**src/rtl/prsd_defs.svh**
```systemverilog
// Function
// - Bus clock is reference times strap-selected ratio, e.g. 01001 gives 2.
// - Processor clock is bus clock times strap-selected ratio, e.g. 01110 gives 3.
// - Strap all ones selects clock-off: both multipliers off, no internal clocking.
// - Sampled strap value reads back in bits 8 to 4 of register 0xe2.
// - Single bypass: reference clocks processor, peripheral PLL off, bus ratio 1:1.
// - Dual bypass: reference clocks peripheral 1:1, bypass input clocks processor, PLLs off.
`ifndef PRSD_DEFS_SVH
`define PRSD_DEFS_SVH

// ----------------------------------------
// Register map
// ----------------------------------------
`define PRSD_STRAP_IDX      8'he2
`define PRSD_STRAP_ADDR     12'h388
`define PRSD_MODE_ADDR      12'h38c
`define PRSD_STRAP_LSB      4
`define PRSD_MODE_LSB       0
`define PRSD_MEMVCO_LSB     8
`define PRSD_CPUVCO_LSB     12
`define PRSD_MEMR_LSB       16
`define PRSD_CPUR_LSB       24

// ----------------------------------------
// Ratios in half units, 2 means 1.0
// ----------------------------------------
`define PRSD_CODE_OFF       5'h1f
`define PRSD_CODE_BYP1      5'h03
`define PRSD_CODE_BYP1B     5'h07
`define PRSD_CODE_BYP2      5'h06
`define PRSD_RATIO_ONE      8'h02

`endif

```
**src/rtl/prsd_pkg.sv**
```systemverilog
package prsd_pkg;
   typedef enum logic [2:0] {
      PRSD_MODE_PLL      = 3'h0,
      PRSD_MODE_BYPASS1  = 3'h1,
      PRSD_MODE_BYPASS2  = 3'h2,
      PRSD_MODE_OFF      = 3'h3,
      PRSD_MODE_RESERVED = 3'h4
   } prsd_mode_e;

   typedef struct packed {
      prsd_mode_e mode;
      logic [7:0] mem_ratio_x2;
      logic [7:0] cpu_ratio_x2;
      logic [3:0] mem_vco_mul;
      logic [3:0] cpu_vco_mul;
      logic       mem_pll_en;
      logic       cpu_pll_en;
      logic       cpu_from_ref;
      logic       cpu_from_byp;
      logic       clocks_on;
   } prsd_cfg_s;
endpackage

```
**src/rtl/prsd_decode.sv**
```systemverilog
`timescale 1ns/1ps
`include "prsd_defs.svh"
module prsd_decode (
   input  wire logic [4:0]         strap,
   output prsd_pkg::prsd_cfg_s     cfg
);
   // ----------------------------------------
   // Ratio table, memory and cpu in half units
   // ----------------------------------------
   function automatic logic [23:0] ratio_row(input logic [4:0] c);
      // {mem_x2, cpu_x2, mem_vco, cpu_vco}
      unique case (c)
         5'h00: ratio_row = {8'h06, 8'h05, 4'h2, 4'h2};
         5'h01: ratio_row = {8'h06, 8'h06, 4'h2, 4'h2};
         5'h02: ratio_row = {8'h02, 8'h09, 4'h4, 4'h2};
         5'h03: ratio_row = {8'h02, 8'h04, 4'h0, 4'h4};
         5'h04: ratio_row = {8'h04, 8'h04, 4'h4, 4'h4};
         5'h07: ratio_row = {8'h02, 8'h06, 4'h0, 4'h2};
         5'h08: ratio_row = {8'h02, 8'h06, 4'h4, 4'h2};
         5'h09: ratio_row = {8'h04, 8'h04, 4'h2, 4'h2};
         5'h0a: ratio_row = {8'h04, 8'h09, 4'h4, 4'h2};
         5'h0b: ratio_row = {8'h03, 8'h06, 4'h2, 4'h2};
         5'h0c: ratio_row = {8'h04, 8'h05, 4'h4, 4'h2};
         5'h0d: ratio_row = {8'h03, 8'h07, 4'h2, 4'h2};
         5'h0e: ratio_row = {8'h04, 8'h06, 4'h4, 4'h2};
         5'h0f: ratio_row = {8'h06, 8'h07, 4'h2, 4'h2};
         5'h10: ratio_row = {8'h06, 8'h04, 4'h2, 4'h2};
         5'h11: ratio_row = {8'h08, 8'h05, 4'h2, 4'h2};
         5'h12: ratio_row = {8'h03, 8'h04, 4'h2, 4'h2};
         default: ratio_row = 24'h000000;
      endcase
   endfunction

   logic [23:0] row;

   always_comb begin
      row = ratio_row(strap);
      cfg = '0;
      cfg.mem_ratio_x2 = row[23:16];
      cfg.cpu_ratio_x2 = row[15:8];
      cfg.mem_vco_mul  = row[7:4];
      cfg.cpu_vco_mul  = row[3:0];
      if (strap == `PRSD_CODE_OFF) begin
         cfg.mode = prsd_pkg::PRSD_MODE_OFF;
      end else if (strap == `PRSD_CODE_BYP2) begin
         cfg.mode         = prsd_pkg::PRSD_MODE_BYPASS2;
         cfg.mem_ratio_x2 = `PRSD_RATIO_ONE;
         cfg.cpu_ratio_x2 = `PRSD_RATIO_ONE;
         cfg.cpu_from_byp = 1'b1;
         cfg.clocks_on    = 1'b1;
      end else if (strap == `PRSD_CODE_BYP1 || strap == `PRSD_CODE_BYP1B) begin
         cfg.mode         = prsd_pkg::PRSD_MODE_BYPASS1;
         cfg.mem_ratio_x2 = `PRSD_RATIO_ONE;
         cfg.cpu_pll_en   = 1'b1;
         cfg.cpu_from_ref = 1'b1;
         cfg.clocks_on    = 1'b1;
      end else if (row != 24'h000000) begin
         cfg.mode       = prsd_pkg::PRSD_MODE_PLL;
         cfg.mem_pll_en = 1'b1;
         cfg.cpu_pll_en = 1'b1;
         cfg.clocks_on  = 1'b1;
      end else begin
         // Reserved codes park everything off rather than guess a ratio
         cfg.mode = prsd_pkg::PRSD_MODE_RESERVED;
      end
   end
endmodule

```
**src/rtl/prsd_top.sv**
```systemverilog
// Design decision made here: register access over APB.
`timescale 1ns/1ps
`include "prsd_defs.svh"
module prsd_top (
   input  wire logic               clk,
   input  wire logic               rst_b,
   input  wire logic               hard_reset_b,
   input  wire logic [4:0]         pll_strap,
   input  wire logic               psel,
   input  wire logic               penable,
   input  wire logic               pwrite,
   input  wire logic [11:0]        paddr,
   input  wire logic [31:0]        pwdata,
   output logic                    pready,
   output logic [31:0]             prdata,
   output logic                    pslverr,
   output prsd_pkg::prsd_cfg_s     clk_cfg
);
   // ----------------------------------------
   // Strap capture
   // ----------------------------------------
   logic [4:0]          strap_q;
   prsd_pkg::prsd_cfg_s dec;

   // Samples the strap while hard reset is low, then holds it once released
   always_ff @(posedge clk or negedge rst_b) begin
      if (!rst_b) begin
         strap_q <= 5'h1f;
      end else if (!hard_reset_b) begin
         strap_q <= pll_strap;
      end
   end

   prsd_decode u_dec (
      .strap (strap_q),
      .cfg   (dec)
   );

   // Output held while hard reset runs so clocks stay off until released
   always_ff @(posedge clk or negedge rst_b) begin
      if (!rst_b) begin
         clk_cfg <= '0;
      end else if (!hard_reset_b) begin
         clk_cfg <= '0;
      end else begin
         clk_cfg <= dec;
      end
   end

   // ----------------------------------------
   // APB slave, one wait-free access phase
   // ----------------------------------------
   logic        acc;
   logic [31:0] rd_d;
   assign acc = psel && !penable;

   always_comb begin
      rd_d = 32'h00000000;
      unique case (paddr)
         `PRSD_STRAP_ADDR: rd_d[`PRSD_STRAP_LSB +: 5] = strap_q;
         `PRSD_MODE_ADDR: begin
            rd_d[`PRSD_MODE_LSB +: 3]   = clk_cfg.mode;
            rd_d[`PRSD_MEMVCO_LSB +: 4] = clk_cfg.mem_vco_mul;
            rd_d[`PRSD_CPUVCO_LSB +: 4] = clk_cfg.cpu_vco_mul;
            rd_d[`PRSD_MEMR_LSB +: 8]   = clk_cfg.mem_ratio_x2;
            rd_d[`PRSD_CPUR_LSB +: 8]   = clk_cfg.cpu_ratio_x2;
         end
         default: rd_d = 32'h00000000;
      endcase
   end

   always_ff @(posedge clk or negedge rst_b) begin
      if (!rst_b) begin
         pready  <= 1'b0;
         prdata  <= 32'h00000000;
         pslverr <= 1'b0;
      end else begin
         pready  <= acc;
         pslverr <= acc && (pwrite || (paddr != `PRSD_STRAP_ADDR && paddr != `PRSD_MODE_ADDR));
         if (acc && !pwrite) begin
            prdata <= rd_d;
         end
      end
   end

   // ----------------------------------------
   // Checks
   // ----------------------------------------
   chk_off_no_clock: assert property (@(posedge clk) disable iff (!rst_b)
      (hard_reset_b && $past(hard_reset_b) && strap_q == 5'h1f) |=> !clk_cfg.clocks_on
         && !clk_cfg.mem_pll_en && !clk_cfg.cpu_pll_en)
      else $error("clock-off strap left clocks running");
   chk_bypass_one: assert property (@(posedge clk) disable iff (!rst_b)
      (hard_reset_b && strap_q == 5'h03) |=> (clk_cfg.mode == prsd_pkg::PRSD_MODE_BYPASS1
         && !clk_cfg.mem_pll_en && clk_cfg.mem_ratio_x2 == 8'h02 && clk_cfg.cpu_from_ref))
      else $error("single bypass decode wrong");
   chk_bypass_two: assert property (@(posedge clk) disable iff (!rst_b)
      (hard_reset_b && strap_q == 5'h06) |=> (clk_cfg.cpu_from_byp && !clk_cfg.cpu_pll_en
         && !clk_cfg.mem_pll_en && clk_cfg.cpu_ratio_x2 == 8'h02))
      else $error("dual bypass decode wrong");
   chk_mem_ratio: assert property (@(posedge clk) disable iff (!rst_b)
      (hard_reset_b && strap_q == 5'h0b) |=> clk_cfg.mem_ratio_x2 == 8'h03)
      else $error("bus ratio for 01011 not 1.5");
   chk_cpu_ratio: assert property (@(posedge clk) disable iff (!rst_b)
      (hard_reset_b && strap_q == 5'h11) |=> clk_cfg.cpu_ratio_x2 == 8'h05)
      else $error("cpu ratio for 10001 not 2.5");
   chk_strap_held: assert property (@(posedge clk) disable iff (!rst_b)
      hard_reset_b |=> $stable(strap_q))
      else $error("strap changed outside hard reset");
   chk_strap_read: assert property (@(posedge clk) disable iff (!rst_b)
      (acc && !pwrite && paddr == 12'h388) |=> pready && prdata[8:4] == $past(strap_q)
         && prdata[31:9] == 23'h0)
      else $error("strap readback wrong");
   chk_apb_ready: assert property (@(posedge clk) disable iff (!rst_b)
      (psel && penable) |-> pready)
      else $error("access phase without ready");
endmodule

```
**config.mk**
```make
export PLATFORM = sky130hd
export DESIGN_NAME = prsd_top
export DESIGN_NICKNAME = d
export VERILOG_FILES = /design/src/rtl/prsd_pkg.sv /design/src/rtl/prsd_decode.sv /design/src/rtl/prsd_top.sv
export VERILOG_INCLUDE_DIRS = /design/src /design/src/rtl
export SDC_FILE = /design/constraint.sdc
export NUM_CORES = 1
export LEC_CHECK = 0
export BUFFER_PORTS_ARGS = -buffer_cell sky130_fd_sc_hd__buf_4
export CORE_UTILIZATION = 30
export DETAILED_ROUTE_END_ITERATION = 10
export PLACE_DENSITY_LB_ADDON = 0.1
export SLEW_MARGIN = 20
export SYNTH_ARGS = -nofsm -noshare
export SYNTH_HDL_FRONTEND = slang
export SYNTH_HIERARCHICAL = 1
export SYNTH_SLANG_ARGS = --single-unit
export TNS_END_PERCENT = 5
```
**constraint.sdc**
```tcl
create_clock -name clk -period 4.25 [get_ports clk]
set_clock_uncertainty 0.2 [all_clocks]
set_input_delay 0.85 -clock clk [delete_from_list [all_inputs] [get_ports clk]]
set_output_delay 0.85 -clock clk [all_outputs]
set_load 0.02 [all_outputs]
```
# Word-level counts from Yosys, hierarchy flattened
# Memories as Yosys holds them, arrays and structs flattened.
# Index checks and enable logic that the tools add are counted.
[totals]
regBits = 70
input_bits = 55
n_memories = 1
elab_cells = 54
mem_bits_ro = 384
output_inout_bits = 66
[classes]
mux = 22
n_eq_ne = 8
reduce_logical = 9
[mem_list]
columns = ["memory", "depth", "word_bits", "rd", "rd_ports_with_merged_regs", "wr", "line_no", "source"]
rows = [
  ["(no name shown)", 32, 12, 1, 0, 0, "prsd_decode.sv:12", "unique case (c)"],
]
[ops]
columns = ["op", "count"]
rows = [
  ["two-way mux 32 bit", 1],
  ["== test 12 x 10 -> 1 bit, second input constant", 2],
  ["!= test 12 x 10 -> 1 bit, second input constant", 2],
  ["nonzero test 24 bit", 1],
  ["two-way mux 23 bit", 1],
  ["two-way mux 16 bit", 1],
  ["two-way mux 8 bit", 2],
  ["two-way mux 3 bit", 5],
  ["two-way mux 11 bit", 1],
  ["== test 5 x 3 -> 1 bit, second input constant", 2],
  ["two-way mux 1 bit", 7],
  ["== test 5 x 2 -> 1 bit, second input constant", 1],
  ["== test 5 bit, second input constant", 1],
  ["two-way mux 5 bit", 1],
  ["logical AND 1 bit", 4],
  ["two-way mux 4 bit", 1],
  ["logical NOT 1 bit", 2],
  ["logical OR 1 bit", 2],
  ["two-way mux 2 bit", 1],
  ["one-hot mux 1 bit (2 select lines)", 1],
]

# Longest topological paths before layout
# Gate-level depths: netlist of the first run.
# An unclocked memory read counts as a cell.
[logic_depth]
ltp_word = 7
depth_mapped = 7
mapped_depth_nobuf = 7

# By module
# The synthesis of the first run kept the hierarchy.
[by_module_without_submodules]
columns = ["mod", "seq_area_each_um2", "area_each_um2", "n_inst", "cells_per_inst"]
rows = [
  ["prsd_top", 1757.9, 2692.6, 1, 232],
  ["prsd_decode", 0.0, 669.4, 1, 94],
]

# Worst setup path before layout of the first run
# Ideal clock, no wire load.
[synth_timing]
path_type = "input to register"
from = "in paddr[10]"
to = "reg pslverr"
slack_ps = 2006
t_required_ps = 3931
n_path_buf = 1
path_stages = 4
setup_ps = 119
arrival_time_ps = 1925
path_cell_list = "nor4b_2 > or4b_4 > buf_6 > o21a_1"
[synth_via]
elab_chain_cells = 4
word_cells_on_any_way = 5
classes_between = "eq/ne: 2; reduce/logical: 3"
[synth_lines]
columns = ["item", "line_no", "source"]
rows = [
  ["from (decl)", "prsd_top.sv:12", "input wire logic [11:0] paddr,"],
  ["!= test 12 x 10 -> 1 bit (no line)", "--", ""],
  ["logical AND 1 bit (no line) (*)", "--", ""],
  ["logical OR 1 bit (*)", "prsd_top.sv:79", "pslverr <= acc && (pwrite || (paddr != `PRSD_STRAP_ADDR && paddr != `PRSD_MODE_ADDR));"],
  ["logical AND 1 bit (*)", "prsd_top.sv:79", ""],
  ["to (signal assigned)", "prsd_top.sv:79", ""],
  ["to (decl)", "prsd_top.sv:16", "output logic pslverr,"],
]
# Every way passes the cells marked *; elsewhere a longest branch is shown, timed or not.
# A chain may end at the register's enable or synchronous reset.

==> results of run 1 <==
==> synthesized netlist by cell type, types with 2 or more instances <==
| master | instances | area share (%) |
|---|---|---|
| nor2b_1 | 3 | 0.56 |
| o22ai_1 | 4 | 0.74 |
| nand4b_1 | 5 | 1.3 |
| a21oi_1 | 4 | 0.60 |
| buf_6 | 4 | 1.3 |
| o21ai_0 | 4 | 0.60 |
| inv_1 | 6 | 0.67 |
| dfstp_2 | 5 | 3.9 |
| mux2i_1 | 6 | 1.8 |
| nand2_1 | 38 | 4.2 |
| or3b_1 | 2 | 0.52 |
| clkbuf_1 | 18 | 2.0 |
| buf_2 | 4 | 0.60 |
| nand4_1 | 26 | 4.8 |
| a211oi_1 | 4 | 0.89 |
| conb_1 | 2 | 0.22 |
| dfrtp_1 | 65 | 48 |
| ha_1 | 7 | 2.6 |
| nor2_1 | 9 | 1.0 |
| mux2_2 | 6 | 2.0 |
| a31oi_1 | 2 | 0.37 |
| a21boi_0 | 2 | 0.45 |
| nand3_1 | 2 | 0.30 |
| buf_4 | 13 | 2.9 |
| nor4b_2 | 2 | 0.89 |
| o21ai_1 | 30 | 4.5 |
| and2_1 | 33 | 6.1 |
| nand2b_1 | 4 | 0.74 |
==> path summary, 6_finish.rpt <==
path                               end  slack (ns)  cells past startpoint
min reg2reg                  prdata[8]        0.28                      2
min                          prdata[8]        0.28                      2
min in group asynchronous      pslverr        0.42                      1
max reg2reg                clk_cfg[31]        1.79                      7
max                        clk_cfg[31]        1.79                      7
max in group asynchronous   prdata[18]        2.83                      1
==> sequential cells by signal (all words and copies together), names as in the netlist <==
name     count
pslverr      1
pready       1
prdata      31
strap_q      5
clk_cfg     32
==> kinds of logic after synthesis <==
family / share of synthesized area (%)
other cells: 0.223
xor+xnor: 0.261
flops: 52.3
buf+inv: 7.52
compound gates: 9.97
mux: 3.80
simple gates: 23.3
fa+ha+maj: 2.61
==> critical path: stages, from the launching register on <==
cell and delay (ns):
dfstp_2 0.62, inv_1 0.14, ha_1 0.37, and3b_1 0.20, o32a_1 0.33, nor4b_4 0.16, and4b_1 0.19, and2_1 0.15
==> layout make-up <==
| cell class | instances | share of cell area [%] |
|---|---|---|
| clock inverter | 5 | 1.91 |
| sequential | 70 | 41.3 |
| clock buffer | 11 | 3.55 |
| multi-input combinational | 222 | 33.0 |
| tap | 140 | 4.11 |
| timing repair buffer | 89 | 15.7 |
| inverter | 6 | 0.529 |
==> cell usage in the layout, fill, tap and decap left out, types with 2 or more instances in the layout <==
cell       netlist  routed
clkbuf_8         0      11
nand4_1         26      26
and2_1          33      33
conb_1           2      13
mux2_2           6       6
a31oi_1          2       2
nand3_1          2       2
ha_1             7       7
nor2_1           9       9
a211oi_1         4       4
mux2i_1          6       6
nor4b_4          1       2
o21ai_1         30      30
dfrtp_1         65      65
or3b_1           2       2
a21boi_0         2       2
nor2b_1          3       2
buf_4           13      89
nand4b_1         5       5
o21ai_0          4       4
nand2b_1         4       4
a21oi_1          4       4
o22ai_1          4       4
inv_1            6       6
bufinv_16        0       2
dfstp_2          5       5
nand2_1         38      38
==> metal layers <==
layer | up-vias | share of wire [%] | GRT usage, %
met5 | - | 0 | 0
li1 | 1248 | - | -
met1 | 1216 | 49 | 21.1
met2 | 69 | 46 | 22.3
met3 | 6 | 4.3 | 3.93
met4 | 0 | 0.73 | 4.99
==> power by group <==
part / switching, W / internal, W
logic: 0.000134 / 0.000101
clock network: 0.000256 / 0.000363
registers: 0.0000368 / 0.000697
==> metrics by stage <==
stage,hold WS [ns],cells,worst slack [ns]
finish,0.281,543,1.79
global route,0.308,543,1.65
CTS,0.288,543,1.78
detailed placement,0.270,527,1.67
global placement,0.263,527,1.65
floorplan,0.338,337,2.01
==> results.yml, run 1 <==
outcome:
  outcome: "finished, final reports clean"
pwr:
  total_power_w: 0.00159
  static-leakage-power_nw: 1.97
  power_density_nw_per_um2: 372
  worst_ir_drop_vdd_uv: 177
sta:
  post-route-period-util_pct: 58.0
  setup_tns_ns: 0
  min_period_ns: 2.46
  finalMaxSlewViolations: 0
  slew_headroom_pct: 40.0
  finalSetupViolations: 0
  worst_slew_pin_slew_ns: 0.900
  grt_setup_unrepaired: "false"
  max_clock_freq_mhz: 406
  timing.final.hold_violations: 0
clock_tree:
  post_cts_buffers: 0
  clock_tree_from_tritoncts: "done"
  clk_root_buffer_cell: "clkbuf_8"
  ctsResizeCount: 0
  insertion_delay_ns: 0.34
  cts_max_level: 3
  cts_num_sinks: 70
  cts_max_path_buffers: 2
  clk_pin_slew_ns: 0.07
  number_of_clock_buffers_inserted_by_tritoncts: 9
  post_cts_hold_buffer_count: 0
floorplanning:
  io-pin-count: 121
  fp.dieW_um: 108
  core_um2: 10900
  height_of_the_chip_um: 108
  rows: 38
  die-area_um2: 11600
  initial_core_util_pct: 30.9
global_routing:
  grt_pass1_vias: 2448
  global_route.overflow_total: 0
  grt_max_degree: 71
  global_route.usage.total_pct: 15.0
  antenna_found_initial: 0
  wire_length_of_the_first_global_routing_pass_um: 13200
worst_hold_path:
  hp-class: "reg -> reg"
  hold_path.startpoint: "prdata[8]"
layout:
  final_nets: 460
  final_layout_size_suffix_gt1_share_pct: 31.0
  multiInputGateArea_um2: 1400
  regArea_um2: 1760
  finalInstanceArea_um2: 4260
  layout.core_utilization_pct: 39.1
  final.fill_count: 1110
  n_antenna_cell: 0
  flow.area_growth_from_synthesis_pct: 26.7
setup_path:
  crit_type: "reg -> reg"
  timing.critical_path.from_type: "flop"
  worst_ep_required_time_ns: 4.28
  rr_startpoint: "strap_q[0]"
  setup.worst_path.end_class: "flop"
  crit_start: "strap_q[0]"
  timing.critical_path.fanout_max: 8
  critical_path_arrival_ns: 2.50
job:
  drv_cap: 0
route:
  routed_wl_um: 8260
  num_vias: 2539
  drtIter0Drc: 123
  route.detailed.drc: 0
  via_per_inst: 4.68
  detailed_router_iteration_count_before_antenna_repair: 4
  detail_route.wl_per_cell_um: 15.2
  final_antenna_net_count: 0
placed_design:
  port_buffers: 87
  placed_cell_area_um2: 4030
  place_congestion: 0.774
  dp.final_hpwl_um: 5430
yosys:
  seq_area_frac_synth_pct: 52.3
  yosys.cell_types.count: 44
  synth.yosys.warnings: 6
  number_of_flops_mapped_to_enable_cells_by_yosys: 0
  dominantRegCellSynth: "dfrtp_1"
  avgSynthCellArea_um2: 10.3
  synth-seq-cells: 70
  synthesis.instances: 326
  synthesis.area_um2: 3360
  synth-async-reset-ratio_pct: 100
Power figures use the tool's default switching activity.
==> inputs of run 2 (changes only) <==
--- a/config.mk
+++ b/config.mk
@@ -6,6 +6,7 @@
 export SDC_FILE = /design/constraint.sdc
 export NUM_CORES = 1
 export LEC_CHECK = 0
+export ABC_AREA = 1
 export BUFFER_PORTS_ARGS = -buffer_cell sky130_fd_sc_hd__buf_4
 export CORE_UTILIZATION = 30
 export DETAILED_ROUTE_END_ITERATION = 10
==> constraint.sdc (replaced) <==
create_clock -name clk -period 2 [get_ports clk]
set_clock_uncertainty 0.2 [all_clocks]
set_input_delay 0.4 -clock clk [delete_from_list [all_inputs] [get_ports clk]]
set_output_delay 0.4 -clock clk [all_outputs]
set_load 0.02 [all_outputs]
==> run 2 against run 1 <==
  * The run now ends with negative setup slack left
  * Register-to-register slack lost 1.9 ns
  * Global-route usage shrank 0.14 points
  * Hold slack lost 0.21 ns
  * Largest power group is now the clock network
  * Utilization grew 5.3 points
  * Power grew 140%
  * Flip-flop and latch count is the same
  * Critical endpoint is now clk_cfg[0]
  * Via count grew 17%
  * First-iteration DRC count shrank 11%
  * Critical path type unchanged
  * Synthesized cell count grew 29%
  * Largest cell class unchanged
==> results.yml, run 2 <==
outcome:
  outcome: "complete, but fails checks"
  violations: "negative setup slack"
layout:
  largest_register: "clk_cfg"
  largest_register_ffs: 32
  final.fill_count: 1122
  largest_registers: "clk_cfg: 32 flops, prdata: 31 flops, strap_q: 5 flops"
  flow.area_growth_from_synthesis_pct: 44.7
  most_common_library_cell_in_the_layout_ignoring_fill_and_taps: "nand2_1"
  final_layout_size_suffix_gt1_share_pct: 43.0
  leading_cell_types_in_the_layout_fill_and_taps_excluded: "nand2_1, buf_4, dfrtp_1"
  final_nets: 618
  n_antenna_cell: 0
route:
  detailed_router_iteration_count_before_antenna_repair: 4
  routed_wl_um: 8610
  route.detailed.drc: 0
  detail_route.wl_per_cell_um: 12.2
  final_antenna_net_count: 0
  drtIter0Drc: 110
  via_per_inst: 4.20
  num_vias: 2959
global_routing:
  global_route.overflow_total: 0
  grt_max_degree: 47
  global_route.usage.total_pct: 14.9
  antenna_found_initial: 0
  wire_length_of_the_first_global_routing_pass_um: 13600
  grt_pass1_vias: 2836
placed_design:
  place_congestion: 0.877
  port_buffers: 87
  dp.final_hpwl_um: 6220
  placement.setup.worst_slack_ns: -0.160
worst_hold_path:
  holdPathEnd: "pready"
  hp-class: "in -> reg"
  hold_path.startpoint: "penable"
  hold_path_depth: 2
floorplanning:
  io-pin-count: 121
  fp.dieW_um: 110
  rows: 39
  die-area_um2: 12100
  core_um2: 11400
  initial_core_util_pct: 30.7
  height_of_the_chip_um: 110
yosys:
  compound_gate_portion_of_the_synthesized_area_pct: 7.88
  synth-async-reset-ratio_pct: 100
  yosys.cell_count.top_type: "nand2_1"
  yosys.cell_types.count: 27
  yosys.area_share.adder_pct: 2.51
  synth_largest_area_cell: "dfrtp_1"
  yosysTopAreaCellShare_pct: 46.6
  synthesis.area_um2: 3490
  synthesis.instances: 422
  seq_area_frac_synth_pct: 50.3
  yosys.area_share.simple_pct: 24.9
  synth-seq-cells: 70
  avgSynthCellArea_um2: 8.28
  post_synth_mux_area_share_pct: 1.61
  synth.area.top_cells: "dfrtp_1, nand2_1, inv_1, o21ai_2, dfstp_2"
  synth.yosys.warnings: 6
  dominantRegCellSynth: "dfrtp_1"
  synth_top_family_by_area: "simple AND/OR/NAND/NOR gates"
  number_of_flops_mapped_to_enable_cells_by_yosys: 0
  synthTopCellsByCount: "nand2_1, dfrtp_1, inv_1"
  synth_xor_xnor_area_share_pct: 0
clock_tree:
  clk_root_buffer_cell: "clkbuf_16"
  clk_pin_slew_ns: 0.06
  cts_num_sinks: 70
  number_of_clock_buffers_inserted_by_tritoncts: 9
  insertion_delay_ns: 0.33
  cts_max_level: 3
  cts_max_path_buffers: 2
  clock_tree_from_tritoncts: "done"
setup_path:
  crit_type: "reg -> reg"
  ff2ff_path_depth: 12
  worst_ep_required_time_ns: 2.02
  timing.critical_path.from_type: "flop"
  critical_path_arrival_ns: 2.11
  timing.critical_path.fanout_max: 4
  setup.worst_path.end_class: "flop"
  reg2reg_to: "clk_cfg[0]"
  rr_startpoint: "strap_q[1]"
  setup.reg_to_reg.worst_slack_ns: -0.09
sta:
  hold_slack_ns: 0.0688
  max_clock_freq_mhz: 479
  timing.final.hold_violations: 0
  min_period_ns: 2.09
  finalMaxSlewViolations: 0
  finalSetupViolations: 4
  grt_setup_unrepaired: "true"
  post-route-period-util_pct: 104
  worst_slack_ns: -0.0868
  setup_tns_ns: -0.228
  worst_slew_pin_slew_ns: 0.557
  slew_headroom_pct: 62.8
job:
  drv_cap: 0
pwr:
  worst_ir_drop_vdd_uv: 325
  static-leakage-power_nw: 2.84
  power_density_nw_per_um2: 762
  total_power_w: 0.00385
[run 2: changes by cell type in the layout (fill, tap and decap cells not counted), sizes merged, moves of 6 or more]
cell,before,now
and2,33,0
buf,89,140
inv,6,63
mux2i,6,0
nand2,38,147
nand3,2,18
nand4,26,2
nor2,9,39
[run 2: routing by layer]
layer  track usage, %  share of wire (%)
met1             18.3                 44
met2             25.2                 50
met3             3.56                4.7
met4             5.52                1.2
met5                0                  0
[run 2: final cells by class]
class                   count  area [µm²]  share of cell area, %
clock buffers              10         229                   4.53
inverters                  63         241                   4.78
repair buffers            141        1100                   21.7
multi-input cells         271        1490                   29.4
well taps                 143         179                   3.54
clock inverters             6        62.6                   1.24
flip-flops and latches     70        1760                   34.8
[run 2: where the power goes]
| group | switching (W) | internal, W | total (W) | leakage (nW) |
|---|---|---|---|---|
| Sequential | 0.0000467 | 0.00148 | 0.00153 | 0.933 |
| Combinational | 0.000423 | 0.000352 | 0.000774 | 1.76 |
| Clock | 0.000590 | 0.000962 | 0.00155 | 0.146 |
[run 2: logic make-up (layout without fill, tap and decap cells)]
group | after synthesis | count (layout)
AOI/OAI and AO/OA | 38 | 38
adders and majority gates | 7 | 7
buffers and inverters | 92 | 220
DFF | 70 | 70
muxes | 5 | 5
other | 2 | 13
and+or+nand+nor | 208 | 208
[run 2: how the worst max path moves through the flow]
stage,endpoint,start,cells after the start
2_1_floorplan,clk_cfg[0],strap_q[0],11
3_3_place_gp,clk_cfg[0],strap_q[1],11
3_5_place_dp,clk_cfg[0],strap_q[1],11
4_1_cts,clk_cfg[31],strap_q[1],12
5_1_grt,clk_cfg[0],strap_q[1],11
6_report,clk_cfg[0],strap_q[1],12
[run 2: worst max-delay path, cell delays in order, from the launching register on]
cell	delay [ns]
dfstp_2	0.60
buf_4	0.14
ha_4	0.14
nand2_2	0.07
buf_4	0.14
nand3_2	0.09
nand3_2	0.09
nor2_1	0.11
nand2_1	0.10
nor2_4	0.13
nand2_1	0.07
nand2_1	0.06
inv_1	0.03
[run 2: metrics by stage]
stage / utilization [%] / cells / instance area, µm²
after floorplan: - / 433 / 3530
after global placement: 39.3 / 671 / 4470
after detailed placement: 39.3 / 671 / 4470
after CTS: 42.9 / 694 / 4880
after global routing: 44.4 / 704 / 5050
final: 44.4 / 704 / 5050
[run 2: what timing repair did]
action / CTS / global route
pin swaps: 4 / 18
cloned: 0 / 0
endpoints found under the hold margin: 19 / 0
gates resized for setup: 16 / 31
setup buffers: 6 / 10
hold buffers: 1 / 0
setup endpoints to repair: 6 / 7
==> inputs of run 3 (changes only) <==
--- a/config.mk
+++ b/config.mk
@@ -10,6 +10,7 @@
 export BUFFER_PORTS_ARGS = -buffer_cell sky130_fd_sc_hd__buf_4
 export CORE_UTILIZATION = 30
 export DETAILED_ROUTE_END_ITERATION = 10
+export MAX_ROUTING_LAYER = met4
 export PLACE_DENSITY_LB_ADDON = 0.1
 export SLEW_MARGIN = 20
 export SYNTH_ARGS = -nofsm -noshare
==> run 3 against run 2 <==
  * The run still ends with negative setup slack left
  * Setup slack better by 0.0093 ns
  * Count of clock-buffer cells in the layout is 1 higher
  * Critical path depth is 1 lower
  * Utilization is 1.3 points lower
  * Die area stayed put
  * Final cell count is 1.3% lower
  * Critical path type unchanged
  * Highest routed layer unchanged
==> results.yml, run 3 (synthesis gave the netlist of run 2 again) <==
pwr:
  power_density_nw_per_um2: 778
  worst_ir_drop_vdd_uv: 306
  total_power_w: 0.00382
  static-leakage-power_nw: 2.79
sta:
  finalMaxSlewViolations: 0
  finalSetupViolations: 4
  post-route-period-util_pct: 104
  max_clock_freq_mhz: 481
  slew_headroom_pct: 62.3
  timing.final.hold_violations: 0
  worst_slew_pin_slew_ns: 0.565
  worst_slack_ns: -0.0774
  min_period_ns: 2.08
  grt_setup_unrepaired: "true"
  setup_tns_ns: -0.198
setup_path:
  ff2ff_path_depth: 11
  reg2reg_to: "clk_cfg[0]"
  crit_path_cell_trace: "buf_4 -> ha_4 -> inv_2 -> nand2_1 -> nor2_1 -> a21oi_2 -> nand4_1 -> nor2_4 -> nand2_1 -> nand2_1 -> inv_1"
  timing.critical_path.fanout_max: 5
  path_buf_inv: 3
  max_stage_delay_ns: 0.59
  critical_path_arrival_ns: 2.10
  crit_type: "reg -> reg"
  cpMaxStageDelayCell: "dfstp_2"
  rr_startpoint: "strap_q[1]"
  timing.critical_path.mode_cell: "nand2_1"
  worst_ep_required_time_ns: 2.02
  setup.reg_to_reg.worst_slack_ns: -0.08
  critPathTopFamily: "simple AND/OR/NAND/NOR gates"
  setup.worst_path.end_class: "flop"
  timing.critical_path.from_type: "flop"
worst_hold_path:
  hp-class: "in -> reg"
  holdPathEnd: "pready"
  hold_path.startpoint: "penable"
  hold_path_depth: 2
layout:
  largest_register: "clk_cfg"
  leading_cell_types_in_the_layout_fill_and_taps_excluded: "nand2_1, buf_4, dfrtp_1"
  largest_registers: "clk_cfg: 32 flops, prdata: 31 flops, strap_q: 5 flops"
  most_common_library_cell_in_the_layout_ignoring_fill_and_taps: "nand2_1"
  flow.area_growth_from_synthesis_pct: 40.6
  final_layout_size_suffix_gt1_share_pct: 39.5
  final.fill_count: 1159
  final_nets: 609
  n_antenna_cell: 0
  largest_register_ffs: 32
clock_tree:
  cts_num_sinks: 70
  clk_pin_slew_ns: 0.06
  cts_max_level: 3
  cts_max_path_buffers: 2
  clk_root_buffer_cell: "clkbuf_16"
  insertion_delay_ns: 0.33
  number_of_clock_buffers_inserted_by_tritoncts: 9
  clock_tree_from_tritoncts: "done"
route:
  num_vias: 2899
  route.detailed.drc: 0
  detail_route.wl_per_cell_um: 11.9
  drtIter0Drc: 97
  final_antenna_net_count: 0
  detailed_router_iteration_count_before_antenna_repair: 4
  via_per_inst: 4.17
  routed_wl_um: 8300
floorplanning:
  fp.dieW_um: 110
  initial_core_util_pct: 30.7
  die-area_um2: 12100
  io-pin-count: 121
  core_um2: 11400
  rows: 39
  height_of_the_chip_um: 110
global_routing:
  grt_max_degree: 35
  grt_pass1_vias: 2710
  global_route.usage.total_pct: 15.3
  antenna_found_initial: 0
  wire_length_of_the_first_global_routing_pass_um: 13300
  global_route.overflow_total: 0
placed_design:
  port_buffers: 87
  place_congestion: 0.866
  dp.final_hpwl_um: 6250
job:
  drv_cap: 0
outcome:
  violations: "negative setup slack"
  outcome: "complete, but fails checks"
[run 3: area by class of cell]
class | count | area, µm² | area share, %
Clock buffer | 11 | 243 | 4.94
Clock inverter | 5 | 57.6 | 1.17
Inverter | 63 | 236 | 4.82
Multi-Input combinational cell | 271 | 1420 | 28.9
Sequential cell | 70 | 1760 | 35.8
Tap cell | 143 | 179 | 3.64
Timing Repair Buffer | 132 | 1020 | 20.7
[run 3: worst max path at each step]
stage	from	end	slack (ns)	cells after the start
2_1_floorplan	strap_q[0]	clk_cfg[0]	0.01	11
3_3_place_gp	strap_q[1]	clk_cfg[31]	-0.17	12
3_5_place_dp	strap_q[1]	clk_cfg[31]	-0.19	12
4_1_cts	strap_q[1]	clk_cfg[0]	-0.1	11
5_1_grt	strap_q[1]	clk_cfg[3]	-0.22	11
6_report	strap_q[1]	clk_cfg[0]	-0.08	11
[run 3: power by group]
| part | internal [W] | switching (W) |
|---|---|---|
| logic | 0.000314 | 0.000394 |
| clock network | 0.00100 | 0.000590 |
| registers | 0.00148 | 0.0000435 |
| total | 0.00279 | 0.00103 |
[run 3: through the flow]
step                hold slack, ns  instances  utilization [%]  area (µm²)  setup slack (ns)
finish                      0.0610        695             43.2        4910           -0.0774
detailed placement           0.193        673             39.4        4480            -0.187
floorplan                  -0.0956        433                -        3530            0.0121
global route                0.0594        695             43.2        4910            -0.217
CTS                         0.0478        692             42.6        4840           -0.0952
global placement             0.187        673             39.4        4480            -0.172
[run 3: routing by layer]
metal	vias to the layer above	share of wire (%)	global-route usage [%]
met5	-	0	-
met4	0	1.4	5.43
met3	8	4.1	3.50
met2	55	48	24.3
met1	1334	47	19.0
li1	1502	-	-
[run 3: timing repair]
item | in CTS | in global routing
gates cloned | 0 | 0
hold buffers | 1 | 0
gates resized for setup | 12 | 13
hold endpoints to repair | 27 | 0
pin swaps | 6 | 5
endpoints found under the setup margin | 6 | 7
setup buffers | 2 | 3
